[src/pwm_pkg.sv]
// Shared constants, register layouts and types of the PWM timebase and duty units
`default_nettype none

package pwm_pkg;

	// ----------------------------------------------------------------
	// Register word indices (byte address is four times the index)
	// ----------------------------------------------------------------
	localparam logic [3:0] REG_COUNT_A   = 4'h0;
	localparam logic [3:0] REG_PERIOD_A  = 4'h1;
	localparam logic [3:0] REG_TCTRL_A   = 4'h2;
	localparam logic [3:0] REG_COUNT_B   = 4'h3;
	localparam logic [3:0] REG_PERIOD_B  = 4'h4;
	localparam logic [3:0] REG_TCTRL_B   = 4'h5;
	localparam logic [3:0] REG_DUTY_U4   = 4'h6;
	localparam logic [3:0] REG_ACTIVE_U4 = 4'h7;
	localparam logic [3:0] REG_DUTY_U5   = 4'h8;
	localparam logic [3:0] REG_ACTIVE_U5 = 4'h9;
	localparam logic [3:0] REG_UCTRL_U4  = 4'ha;
	localparam logic [3:0] REG_UCTRL_U5  = 4'hb;
	localparam logic [3:0] REG_TB_SELECT = 4'hc;
	localparam logic [3:0] REG_STATUS    = 4'hd;

	// ----------------------------------------------------------------
	// Reset values
	// ----------------------------------------------------------------
	localparam logic [7:0] COUNT_RESET  = 8'h00;
	localparam logic [7:0] PERIOD_RESET = 8'hff;
	localparam logic [7:0] TCTRL_RESET  = 8'h00;
	localparam logic [7:0] DUTY_RESET   = 8'h00;
	localparam logic [7:0] UCTRL_RESET  = 8'h00;

	// ----------------------------------------------------------------
	// Timing and field codes
	// ----------------------------------------------------------------
	localparam logic [1:0] Q_LAST        = 2'h3;  // Fourth oscillator phase of a cycle
	localparam logic [1:0] PRESCALE_DIV1 = 2'h0;
	localparam logic [1:0] PRESCALE_DIV4 = 2'h1;  // 2'h2 and 2'h3 both give 16
	localparam logic [1:0] MODE_PWM      = 2'h3;  // Upper two mode bits
	localparam logic [3:0] PRESC_LAST4   = 4'h3;
	localparam logic [3:0] PRESC_LAST16  = 4'hf;

	// Timebase control byte
	typedef struct packed {
		logic       rsvd;
		logic [3:0] postscale;
		logic       run;
		logic [1:0] prescale;
	} timebase_ctrl_s;

	// Unit control byte
	typedef struct packed {
		logic [1:0] rsvd;
		logic [1:0] duty_low;
		logic [3:0] mode;
	} unit_ctrl_s;

	// Register bus answer phase
	typedef enum logic {BUS_IDLE, BUS_ANSWER} bus_phase_e;

endpackage : pwm_pkg

`default_nettype wire

[src/ccp_pwm_top.sv]
// PWM generator: two 8-bit timebases, two duty units and an Avalon-MM slave
//
// Behaviour
// - The period is (period limit + 1) times four oscillator clocks times a prescale of 1, 4 or 16.
// - When the count equals the period limit, the next increment clears the count.
// - That same increment sets the pin, unless the duty value loaded is zero.
// - That same increment copies the written duty byte and low bits into the active buffer.
// - The postscaler only makes a separate event rate and never changes the PWM period.
// - The duty is ten bits: the duty write byte on top and control bits 5:4 below.
// - The high time is the duty value times one oscillator clock times the prescale.
// - Duty writes land any time, act from the next period end, and the active byte is read-only in PWM.
// - The duty is double-buffered in the active byte plus a two-bit hidden latch.
// - The pin clears when the active duty equals the count extended by phase or prescaler bits.
// - A duty longer than the period never clears the pin, so it stays high.
// - Writing zero to the unit control register forces the unit's output latch low.
`default_nettype none

module ccp_pwm_top (
	// Clock and reset
	input  wire logic        sys_clk,
	input  wire logic        rst_n,
	// Avalon-MM register slave
	input  wire logic [5:0]  avs_address,
	input  wire logic        avs_read,
	input  wire logic        avs_write,
	input  wire logic [31:0] avs_writedata,
	output logic      [31:0] avs_readdata,
	output logic             avs_waitrequest,
	// PWM pins, index 0 is unit 4 and index 1 is unit 5
	output logic      [1:0]  pwm_output_pin,
	output logic      [1:0]  pin_claim
);

	// ----------------------------------------------------------------
	// Declarations
	// ----------------------------------------------------------------
	pwm_pkg::bus_phase_e     phase;
	logic [3:0]              idx;
	logic                    wr_take;
	logic [7:0]              wbyte;
	logic [31:0]             next_readdata;

	logic [1:0]              q_phase;
	logic                    q_tick;

	logic [7:0]              count   [2];
	logic [7:0]              period  [2];
	pwm_pkg::timebase_ctrl_s tctrl   [2];
	logic [3:0]              presc   [2];
	logic [3:0]              post    [2];
	logic [1:0]              post_flag;
	logic [1:0]              tb_end;
	logic [9:0]              tb_fine [2];

	logic [7:0]              duty_wr [2];
	pwm_pkg::unit_ctrl_s     uctrl   [2];
	logic [7:0]              active  [2];
	logic [1:0]              tb_sel;

	// ----------------------------------------------------------------
	// Helpers
	// ----------------------------------------------------------------

	// Two extra low bits below the count: phase at 1:1, prescaler bits otherwise
	function automatic logic [1:0] fine_bits(
		input logic [1:0] ps,
		input logic [1:0] q,
		input logic [3:0] pc
	);
		logic [1:0] r;
		if (ps == pwm_pkg::PRESCALE_DIV1) begin
			r = q;
		end else if (ps == pwm_pkg::PRESCALE_DIV4) begin
			r = pc[1:0];
		end else begin
			r = pc[3:2];
		end
		return r;
	endfunction : fine_bits

	// True on the last prescaler step of the selected ratio
	function automatic logic presc_done(
		input logic [1:0] ps,
		input logic [3:0] pc
	);
		logic r;
		if (ps == pwm_pkg::PRESCALE_DIV1) begin
			r = 1'b1;
		end else if (ps == pwm_pkg::PRESCALE_DIV4) begin
			r = pc[1:0] == pwm_pkg::PRESC_LAST4[1:0];
		end else begin
			r = pc == pwm_pkg::PRESC_LAST16;
		end
		return r;
	endfunction : presc_done

	// ----------------------------------------------------------------
	// Register bus slave
	// ----------------------------------------------------------------

	// Request decode; a write acts only on the edge where waitrequest is low
	assign idx     = avs_address[5:2];
	assign wr_take = avs_write && (phase == pwm_pkg::BUS_ANSWER);
	assign wbyte   = avs_writedata[7:0];

	// One wait cycle per access keeps the read mux out of the request path
	always_ff @(posedge sys_clk or negedge rst_n) begin
		if (!rst_n) begin
			phase           <= pwm_pkg::BUS_IDLE;
			avs_waitrequest <= 1'b1;
		end else begin
			unique case (phase)
				pwm_pkg::BUS_IDLE: begin
					if (avs_read || avs_write) begin
						phase           <= pwm_pkg::BUS_ANSWER;
						avs_waitrequest <= 1'b0;
					end
				end
				pwm_pkg::BUS_ANSWER: begin
					phase           <= pwm_pkg::BUS_IDLE;
					avs_waitrequest <= 1'b1;
				end
			endcase
		end
	end

	// Read mux; unmapped words and reserved bits read as zero
	always_comb begin
		next_readdata = 32'h0000_0000;
		case (idx)
			pwm_pkg::REG_COUNT_A:   next_readdata[7:0] = count[0];
			pwm_pkg::REG_PERIOD_A:  next_readdata[7:0] = period[0];
			pwm_pkg::REG_TCTRL_A:   next_readdata[7:0] = tctrl[0];
			pwm_pkg::REG_COUNT_B:   next_readdata[7:0] = count[1];
			pwm_pkg::REG_PERIOD_B:  next_readdata[7:0] = period[1];
			pwm_pkg::REG_TCTRL_B:   next_readdata[7:0] = tctrl[1];
			pwm_pkg::REG_DUTY_U4:   next_readdata[7:0] = duty_wr[0];
			pwm_pkg::REG_ACTIVE_U4: next_readdata[7:0] = active[0];
			pwm_pkg::REG_DUTY_U5:   next_readdata[7:0] = duty_wr[1];
			pwm_pkg::REG_ACTIVE_U5: next_readdata[7:0] = active[1];
			pwm_pkg::REG_UCTRL_U4:  next_readdata[7:0] = uctrl[0];
			pwm_pkg::REG_UCTRL_U5:  next_readdata[7:0] = uctrl[1];
			pwm_pkg::REG_TB_SELECT: next_readdata[1:0] = tb_sel;
			pwm_pkg::REG_STATUS:    next_readdata[3:0] = {pwm_output_pin, post_flag};
			default:                next_readdata = 32'h0000_0000;
		endcase
	end

	// Read data is captured as waitrequest drops and stands through the answer cycle
	always_ff @(posedge sys_clk or negedge rst_n) begin
		if (!rst_n) begin
			avs_readdata <= 32'h0000_0000;
		end else if (phase == pwm_pkg::BUS_IDLE && avs_read) begin
			avs_readdata <= next_readdata;
		end
	end

	// ----------------------------------------------------------------
	// Oscillator phase
	// ----------------------------------------------------------------

	// Four oscillator clocks make one instruction cycle
	always_ff @(posedge sys_clk or negedge rst_n) begin
		if (!rst_n) begin
			q_phase <= 2'h0;
		end else begin
			q_phase <= 2'(q_phase + 2'h1);
		end
	end

	assign q_tick = q_phase == pwm_pkg::Q_LAST;

	// ----------------------------------------------------------------
	// Timebases
	// ----------------------------------------------------------------
	for (genvar t = 0; t < 2; t++) begin : g_tb
		logic [3:0] a_count;
		logic [3:0] a_period;
		logic [3:0] a_ctrl;
		logic       w_count;
		logic       w_ctrl;
		logic       inc;
		logic       at_end;
		logic [7:0] next_count;
		logic [3:0] next_presc;

		assign a_count  = (t == 0) ? pwm_pkg::REG_COUNT_A  : pwm_pkg::REG_COUNT_B;
		assign a_period = (t == 0) ? pwm_pkg::REG_PERIOD_A : pwm_pkg::REG_PERIOD_B;
		assign a_ctrl   = (t == 0) ? pwm_pkg::REG_TCTRL_A  : pwm_pkg::REG_TCTRL_B;
		assign w_count  = wr_take && idx == a_count;
		assign w_ctrl   = wr_take && idx == a_ctrl;

		// Count step and period match
		always_comb begin
			inc    = tctrl[t].run && q_tick && presc_done(tctrl[t].prescale, presc[t]);
			at_end = inc && count[t] == period[t];
			if (w_count) begin
				next_count = wbyte;
			end else if (at_end) begin
				next_count = 8'h00;
			end else if (inc) begin
				next_count = 8'(count[t] + 8'h01);
			end else begin
				next_count = count[t];
			end
			// A count or control write restarts the prescaler
			if (w_count || w_ctrl) begin
				next_presc = 4'h0;
			end else if (tctrl[t].run && q_tick) begin
				next_presc = inc ? 4'h0 : 4'(presc[t] + 4'h1);
			end else begin
				next_presc = presc[t];
			end
		end

		// Units compare against the value the fine count takes at the coming edge,
		// so the pin moves on the same edge as the count and the high time is exact
		assign tb_fine[t] = {next_count,
			fine_bits(tctrl[t].prescale, 2'(q_phase + 2'h1), next_presc)};
		assign tb_end[t]  = at_end;

		// Count and prescaler
		always_ff @(posedge sys_clk or negedge rst_n) begin
			if (!rst_n) begin
				count[t] <= pwm_pkg::COUNT_RESET;
				presc[t] <= 4'h0;
			end else begin
				count[t] <= next_count;
				presc[t] <= next_presc;
			end
		end

		// Period limit and control registers
		always_ff @(posedge sys_clk or negedge rst_n) begin
			if (!rst_n) begin
				period[t] <= pwm_pkg::PERIOD_RESET;
				tctrl[t]  <= pwm_pkg::TCTRL_RESET;
			end else begin
				if (wr_take && idx == a_period) begin
					period[t] <= wbyte;
				end
				if (w_ctrl) begin
					tctrl[t] <= {1'b0, wbyte[6:0]};
				end
			end
		end

		// Postscaler counts period ends into its own flag only; the pins never see it
		always_ff @(posedge sys_clk or negedge rst_n) begin
			if (!rst_n) begin
				post[t]      <= 4'h0;
				post_flag[t] <= 1'b0;
			end else begin
				if (w_ctrl) begin
					post[t] <= 4'h0;
				end else if (at_end) begin
					post[t] <= (post[t] == tctrl[t].postscale) ? 4'h0 : 4'(post[t] + 4'h1);
				end
				// A set in the clearing cycle wins over the clear
				if (at_end && post[t] == tctrl[t].postscale) begin
					post_flag[t] <= 1'b1;
				end else if (wr_take && idx == pwm_pkg::REG_STATUS && avs_writedata[t]) begin
					post_flag[t] <= 1'b0;
				end
			end
		end
	end

	// ----------------------------------------------------------------
	// Unit registers
	// ----------------------------------------------------------------

	// Timebase choice per unit: bit clear uses timebase a, set uses b
	always_ff @(posedge sys_clk or negedge rst_n) begin
		if (!rst_n) begin
			tb_sel <= 2'h0;
		end else if (wr_take && idx == pwm_pkg::REG_TB_SELECT) begin
			tb_sel <= wbyte[1:0];
		end
	end

	for (genvar u = 0; u < 2; u++) begin : g_unit
		logic [3:0] a_duty;
		logic [3:0] a_uctrl;
		logic [3:0] a_active;

		assign a_duty   = (u == 0) ? pwm_pkg::REG_DUTY_U4   : pwm_pkg::REG_DUTY_U5;
		assign a_uctrl  = (u == 0) ? pwm_pkg::REG_UCTRL_U4  : pwm_pkg::REG_UCTRL_U5;
		assign a_active = (u == 0) ? pwm_pkg::REG_ACTIVE_U4 : pwm_pkg::REG_ACTIVE_U5;

		// Duty byte and control take writes at any moment
		always_ff @(posedge sys_clk or negedge rst_n) begin
			if (!rst_n) begin
				duty_wr[u] <= pwm_pkg::DUTY_RESET;
				uctrl[u]   <= pwm_pkg::UCTRL_RESET;
			end else begin
				if (wr_take && idx == a_duty) begin
					duty_wr[u] <= wbyte;
				end
				if (wr_take && idx == a_uctrl) begin
					uctrl[u] <= {2'h0, wbyte[5:0]};
				end
			end
		end

		// Duty compare and pin latch; a duty past the period never matches
		pwm_channel u_channel (
			.sys_clk          (sys_clk),
			.rst_n            (rst_n),
			.period_end       (tb_end[tb_sel[u]]),
			.next_fine        (tb_fine[tb_sel[u]]),
			.unit_control     (uctrl[u]),
			.duty_write_byte  (duty_wr[u]),
			.active_wr        (wr_take && idx == a_active),
			.wdata            (wbyte),
			.duty_active_byte (active[u]),
			.pwm_output_pin   (pwm_output_pin[u]),
			.pin_claim        (pin_claim[u])
		);
	end

endmodule : ccp_pwm_top

`default_nettype wire

[src/pwm_channel.sv]
// One duty unit: double-buffered duty value and the output pin latch
`default_nettype none

module pwm_channel (
	// Clock and reset
	input  wire logic                  sys_clk,
	input  wire logic                  rst_n,
	// Timebase view
	input  wire logic                  period_end,
	input  wire logic [9:0]            next_fine,
	// Software side
	input  wire pwm_pkg::unit_ctrl_s   unit_control,
	input  wire logic [7:0]            duty_write_byte,
	input  wire logic                  active_wr,
	input  wire logic [7:0]            wdata,
	// Results
	output logic      [7:0]            duty_active_byte,
	output logic                       pwm_output_pin,
	output logic                       pin_claim
);

	logic       pwm_on;
	logic [1:0] duty_low_latch;
	logic [9:0] next_duty;

	// Mode decode and the duty value that a period end would load
	assign pwm_on    = unit_control.mode[3:2] == pwm_pkg::MODE_PWM;
	assign next_duty = {duty_write_byte, unit_control.duty_low};

	// Active duty buffer: reloaded at period end in PWM mode and written directly only outside it, so a write never glitches the pin
	always_ff @(posedge sys_clk or negedge rst_n) begin
		if (!rst_n) begin
			duty_active_byte <= pwm_pkg::DUTY_RESET;
			duty_low_latch   <= 2'h0;
		end else if (pwm_on && period_end) begin
			duty_active_byte <= duty_write_byte;
			duty_low_latch   <= unit_control.duty_low;
		end else if (!pwm_on && active_wr) begin
			duty_active_byte <= wdata;
		end
	end

	// Pin latch: set at period end, cleared on the fine-count match
	always_ff @(posedge sys_clk or negedge rst_n) begin
		if (!rst_n) begin
			pwm_output_pin <= 1'b0;
		end else if (!pwm_on) begin
			pwm_output_pin <= 1'b0;
		end else if (period_end) begin
			pwm_output_pin <= next_duty != 10'h000;
		end else if (next_fine == {duty_active_byte, duty_low_latch}) begin
			pwm_output_pin <= 1'b0;
		end
	end

	// Pin ownership follows the mode field
	always_ff @(posedge sys_clk or negedge rst_n) begin
		if (!rst_n) begin
			pin_claim <= 1'b0;
		end else begin
			pin_claim <= pwm_on;
		end
	end

endmodule : pwm_channel

`default_nettype wire

[config.mk]
export PLATFORM = sky130hd
export DESIGN_NAME = ccp_pwm_top
export DESIGN_NICKNAME = d
export VERILOG_FILES = /design/src/pwm_pkg.sv /design/src/ccp_pwm_top.sv /design/src/pwm_channel.sv
export SDC_FILE = /design/constraint.sdc
export NUM_CORES = 1
export LEC_CHECK = 0
export BUFFER_PORTS_ARGS = -buffer_cell sky130_fd_sc_hd__buf_2
export CAP_MARGIN = 10
export CORE_MARGIN = 3
export CORE_UTILIZATION = 40
export DETAILED_ROUTE_END_ITERATION = 8
export SYNTH_ARGS = -nofsm -noshare
export SYNTH_HDL_FRONTEND = slang
export SYNTH_SLANG_ARGS = --single-unit
export TNS_END_PERCENT = 50
[constraint.sdc]
create_clock -name sys_clk -period 3.06 [get_ports sys_clk]
set_input_delay 0.306 -clock sys_clk [delete_from_list [all_inputs] [get_ports sys_clk]]
set_output_delay 0.306 -clock sys_clk [all_outputs]
set_load 0.02 [all_outputs]
==> impl_metrics.ini, run 1 <==
[min_path]
hold_end = phase$_DFF_PN0_
hold_class = input pin to flop
hp-start = avs_read
holdPathStages = 3

[cts]
clk_pin_slew_ns = 0.06
clock_latency_ns = 0.43
cts_tree = done
numCtsBuffers = 17
clockRootBuffer = clkbuf_16
clock-sinks = 130
ctsHtreeMaxLevel = 4
cts_buffer_depth = 2

[synthesis]
syn_inst = 846
yosysTopAreaCellShare = 0.3499
syn_avg_cell_area_um2 = 9.553
synth-async-reset-ratio = 1.000
yosys.area.top_type = dfrtp_1
ys_types = 75
ys.flop_type = dfrtp_1
synth.cell_area_um2 = 8082
synth-seq-area-share = 0.4052
synth_edf_count = 0
ys_warn_count = 0
ys_top_cells_by_area = dfrtp_1 35%, mux2_2 9.8%, dfstp_2 5.5%
ys_ff_latch = 130

[pwr]
pwr-share-seq = 0.399
comb_power_share = 0.293
clkPwrFrac = 0.308
powerDensity_nw_per_um2 = 730.4
p_switching_mw = 2.513
p_leak_nw = 4.022
p_int_mw = 4.209
vdd_drop_max_v = 0.0003761
p_sw_frac = 0.3739

[floorplanning]
io_pins = 79
die_area_um2 = 21950
die_h_um = 148.1
row_count = 51
initial_utilization = 0.4112
core_area_um2 = 19650
fp.dieW_um = 148.1

[setup_path]
r2r_setup_slack_ns = 0.25
reg2reg_to = g_unit[1].u_channel.pwm_output_pin$_DFFE_PN0P_
r2r.worst_path.cells = 10
critPathMaxFanout = 11
rr_startpoint = presc[4]$_DFF_PN0_
cp.required_ns = 3.36
crit_type = flop to flop
worst_setup_path_start_kind = flop
cp.arrival_ns = 3.11
cp-end-kind = flop

[grt]
grt_max_degree = 70
grt_pass1_vias = 6409
grt_usage = 0.2421
grt_first_pass_wirelength_um = 39790
grt.overflow.total = 0
antenna_found_initial = 0

[finish]
syn2layout_area_growth_pct = 13.89
finish.instance_area_um2 = 9204
regArea_um2 = 3274
num_antenna_cells = 0
multi_input_area_um2 = 4439
n_fill_cell = 1898
final_nets = 939
final_layout_size_suffix_gt1_frac = 0.2392

[placement]
post-place-ws_ns = 0.2196
hpwl_um = 19590
dpl-instance-area_um2 = 8586
routabilityCongestion = 1.017
port_buffers = 28

[routing]
num_vias = 6973
routed_wl_um = 26680
drt_iter0_drc = 855
vias_per_cell = 5.970
firstDrtPassIters = 6
drc_errors = 0
wire_per_inst_um = 22.85
ant_nets = 0

[timing]
hold_viol = 0
slew-limit-headroom = 0.4787
tightest_slew_ns = 0.7622
fin_crit_sh = 0.9182
setup_tns_ns = 0
finalClockSkew_ns = 0.008795
hold_ws_ns = 0.1194
fin_ws_ns = 0.2504
max_freq_mhz = 355.9
rsz0062_at_grt = no
finalCriticalPeriod_ns = 2.810
slew_violations = 0
setup_viol = 0

[outcome]
run_status = finished clean

[job]
maxCapViolCount = 0
-- synth_stat cells, types with 19 or more instances --
master,count
xor2_1,42
a22oi_1,24
o21ai_0,40
xnor2_1,21
buf_4,28
dfrtp_1,113
nor2_1,71
nor3_1,19
nand3_1,26
inv_1,19
clkbuf_1,24
nand2_1,87
a21oi_1,31
mux2_2,70
-- how the worst max path moves through the flow --
stage	startpoint	to	slack, ns
global placement	q_phase[0]$_DFF_PN0_	g_unit[0].u_channel.pwm_output_pin$_DFFE_PN0P_	0.31
finish	presc[4]$_DFF_PN0_	g_unit[1].u_channel.pwm_output_pin$_DFFE_PN0P_	0.25
global route	presc[4]$_DFF_PN0_	g_unit[1].u_channel.pwm_output_pin$_DFFE_PN0P_	0.03
detailed placement	q_phase[0]$_DFF_PN0_	g_unit[1].u_channel.pwm_output_pin$_DFFE_PN0P_	0.22
floorplan	presc[4]$_DFF_PN0_	g_unit[1].u_channel.pwm_output_pin$_DFFE_PN0P_	0.61
CTS	q_phase[0]$_DFF_PN0_	g_unit[1].u_channel.pwm_output_pin$_DFFE_PN0P_	0.18
-- per-stage QoR --
stage | power, mW | std cells | utilization
4_1_cts | 6.688 | 1167 | 0.4675
3_3_place_gp | 4.569 | 1134 | 0.4368
2_1_floorplan | 3.895 | 869 | -
3_5_place_dp | 4.598 | 1134 | 0.4368
5_1_grt | 7.032 | 1168 | 0.4683
6_report | 6.722 | 1168 | 0.4683
-- final cells by class --
type | instances | area share
clock buffer | 19 | 0.04812
clock inverter | 13 | 0.01618
inverter | 20 | 0.008157
multi-input combinational | 649 | 0.4823
sequential | 130 | 0.3558
tap | 265 | 0.03603
timing repair buffer | 72 | 0.05343
-- state kept, by name, summed over array words and instances (netlist names), 4 cells and up --
| name | count |
|---|---|
| post | 8 |
| duty_wr | 16 |
| tctrl | 14 |
| avs_readdata | 8 |
| period | 16 |
| count | 16 |
| g_unit.u_channel.duty_low_latch | 4 |
| presc | 8 |
| g_unit.u_channel.duty_active_byte | 16 |
| uctrl | 12 |
-- what timing repair did --
item	CTS	global route
hold endpoints to repair	59	0
buffers inserted	0	1
gates resized for setup	0	2
setup endpoints to repair	0	2
hold buffers	1	0
-- cell families (layout without fill, tap and decap cells) --
logic type,count (synthesis),in the layout,share of synthesized area
AO/OA/AOI/OAI,188,188,0.1621
XOR/XNOR,64,64,0.07029
adder cells (fa/ha/maj),7,7,0.01084
buffers and inverters,90,124,0.05729
flip-flops,130,130,0.4052
multiplexers,90,90,0.1254
other,1,24,0.0004640
AND/OR/NAND/NOR,276,276,0.1684
-- power groups by stage --
stage	sequential (mW)	combinational [mW]	clock, mW
2_1_floorplan	2.46	1.43	0
3_3_place_gp	2.68	1.89	0
3_5_place_dp	2.68	1.92	0
4_1_cts	2.66	1.93	2.09
5_1_grt	2.71	2.15	2.17
6_report	2.68	1.97	2.07
-- placed cells by master, fill, tap and decap left out, types with 5 or more instances in the layout --
cell type	instances
a21oi_1	31
a221oi_1	6
a22o_1	6
a22oi_1	24
a31oi_1	12
and2_1	7
buf_2	27
buf_4	42
clkbuf_16	17
conb_1	24
dfrtp_1	113
dfstp_2	17
ha_1	6
inv_1	19
mux2_2	70
mux2i_1	18
nand2_1	87
nand2b_1	7
nand3_1	26
nor2_1	71
nor2b_1	11
nor3_1	19
nor4_1	13
o21a_1	5
o21ai_0	40
o22ai_1	7
xnor2_1	21
xor2_1	42
-- routing by layer --
metal	track usage	routed length [µm]	up-vias
met5	0	0	-
met4	0.08129	794	0
met2	0.3567	11570	391
met3	0.05424	2347	55
li1	-	-	3099
met1	0.3531	11980	3428
-- critical path: stages, from the launching register on --
cell	delay [ns]
dfrtp_1	0.42
ha_1	0.25
nand3_1	0.15
a211o_1	0.42
buf_4	0.23
a221oi_4	0.38
nor4_1	0.08
a41oi_1	0.18
nand4_1	0.14
nor4_2	0.31
a31oi_1	0.12
Power figures use the tool's default switching activity.
==> run 2, diff against run 1 <==
--- a/config.mk
+++ b/config.mk
@@ -7,7 +7,7 @@
 export LEC_CHECK = 0
 export BUFFER_PORTS_ARGS = -buffer_cell sky130_fd_sc_hd__buf_2
 export CAP_MARGIN = 10
-export CORE_MARGIN = 3
+export CORE_MARGIN = 8
 export CORE_UTILIZATION = 40
 export DETAILED_ROUTE_END_ITERATION = 8
 export SYNTH_ARGS = -nofsm -noshare
==> run 2 against run 1 <==
Die area grew 14%. Clock power down 4%. Worst hold slack improved by 0.00064 ns. Count of clock-buffer cells in the layout up 1. Final area increased by 1.0%. Highest routed layer unchanged.
==> impl_metrics.ini, run 2 (same netlist as run 1, synthesis figures left out) <==
[outcome]
run_status = finished clean

[finish]
final_common_cell = dfrtp_1
final_nets = 955
finish.instance_area_um2 = 9299
num_antenna_cells = 0
n_fill_cell = 1935
final_cell_mix = 113 x dfrtp_1, 87 x nand2_1, 71 x nor2_1
final_layout_size_suffix_gt1_frac = 0.2527
syn2layout_area_growth_pct = 15.06

[setup_path]
slowest_stage = a211o_2
cp.arrival_ns = 3.16
cp.required_ns = 3.35
path_delay_family = compound AO/OA/AOI/OAI gates
cp_common_cell = nor4_1
critPathMaxFanout = 9
worst_setup_path_start_kind = flop
cp-end-kind = flop
slowest_delay_ns = 0.45
crit_buf_inv = 1
crit_type = flop to flop
path_cells = ha_1 -> nand3_1 -> a211o_2 -> buf_4 -> a221oi_4 -> nor4_1 -> a41oi_1 -> nand4_1 -> nor4_1 -> a31oi_1

[cts]
cts_tree = done
clock-sinks = 130
post_cts_buffers = 0
numCtsBuffers = 17
clock_latency_ns = 0.43
cts_buffer_depth = 2
clockRootBuffer = clkbuf_16
ctsHtreeMaxLevel = 4
clk_pin_slew_ns = 0.06

[grt]
grt_pass1_vias = 6799
antenna_found_initial = 0
grt_first_pass_wirelength_um = 42060
grt_max_degree = 79
grt_usage = 0.2291
grt.overflow.total = 0

[floorplanning]
initial_utilization = 0.4033
die_h_um = 158.1
io_pins = 79
row_count = 52
core_area_um2 = 20040
die_area_um2 = 25010
fp.dieW_um = 158.1

[min_path]
hold_class = input pin to flop

[placement]
port_buffers = 28
dpl-instance-area_um2 = 8720
routabilityCongestion = 0.9707
post-place-ws_ns = 0.1468
hpwl_um = 20520

[timing]
finalClockSkew_ns = 0.008290
setup_tns_ns = 0
hold_viol = 0
rsz0062_at_grt = no
tightest_slew_ns = 0.7497
fin_ws_ns = 0.1914
slew_violations = 0
setup_viol = 0
max_freq_mhz = 348.6
slew-limit-headroom = 0.4873
finalCriticalPeriod_ns = 2.869
fin_crit_sh = 0.9375

[routing]
drc_errors = 0
num_vias = 6928
wire_per_inst_um = 23.18
vias_per_cell = 5.832
routed_wl_um = 27540
firstDrtPassIters = 6
drt_iter0_drc = 806
ant_nets = 0

[pwr]
vdd_drop_max_v = 0.0003577
p_leak_nw = 4.084
powerDensity_nw_per_um2 = 720.3

[job]
maxCapViolCount = 0
-- run 2: worst paths after layout --
check | from | end | slack [ns] | cells past startpoint
min in group asynchronous | rst_n | presc[1]$_DFF_PN0_ | 0.40 | 2
worst max-delay path | presc[4]$_DFF_PN0_ | g_unit[1].u_channel.pwm_output_pin$_DFFE_PN0P_ | 0.19 | 10
worst max register to register | presc[4]$_DFF_PN0_ | g_unit[1].u_channel.pwm_output_pin$_DFFE_PN0P_ | 0.19 | 10
worst min register to register | avs_readdata[6]$_DFFE_PN0P_ | avs_readdata[6]$_DFFE_PN0P_ | 0.49 | 2
worst min-delay path | avs_read | phase$_DFF_PN0_ | 0.12 | 3
max in group asynchronous | rst_n | avs_waitrequest$_DFFE_PN1P_ | 1.84 | 3
-- run 2: per-stage QoR --
step                      std cells    util  hold slack, ns  total power, mW
after floorplan                 869       -         0.01041            3.895
after global placement         1156  0.4351          0.3019            4.661
after detailed placement       1156  0.4351          0.2929            4.691
after CTS                      1188  0.4637          0.1159            6.692
after global routing           1188  0.4640          0.1459            7.036
final                          1188  0.4640          0.1200            6.698
-- run 2: worst reg2reg max path, stage by stage, from the launching register on --
cell and delay (ns):
dfrtp_1 0.42, ha_1 0.24, nand3_1 0.14, a211o_2 0.45
buf_4 0.21, a221oi_4 0.37, nor4_1 0.09, a41oi_1 0.19
nand4_1 0.11, nor4_1 0.37, a31oi_1 0.14
-- run 2: power by group --
group	internal, mW	total (mW)	switching, mW
clock	1.16	1.98	0.819
sequential	2.11	2.64	0.521
combinational	0.906	2.09	1.18
total	4.18	6.70	2.52
-- run 2: final cells by class --
class	count	area, µm²	share of cell area
Clock buffer	20	456.7	0.04911
Clock inverter	11	105.1	0.01130
Sequential cell	130	3274	0.3521
Multi-Input combinational cell	649	4438	0.4773
Timing Repair Buffer	88	611.8	0.06580
Tap cell	270	337.8	0.03633
Inverter	20	75.07	0.008073
-- run 2: timing repair --
| item | in CTS | in global routing |
|---|---|---|
| endpoints found under the hold margin | 44 | 0 |
| setup endpoints to repair | 0 | 2 |
| hold buffers | 1 | 0 |
| resized for setup | 0 | 3 |
-- run 2: routing by layer --
metal  GRT usage  share of wire  routed length, µm  vias up
met2      0.3389           0.43              11960      350
met5           0              0                  0        -
met4      0.1123          0.044               1224        0
li1            -              -                  -     3128
met3     0.05105          0.095               2612       75
met1      0.3103           0.43              11740     3375
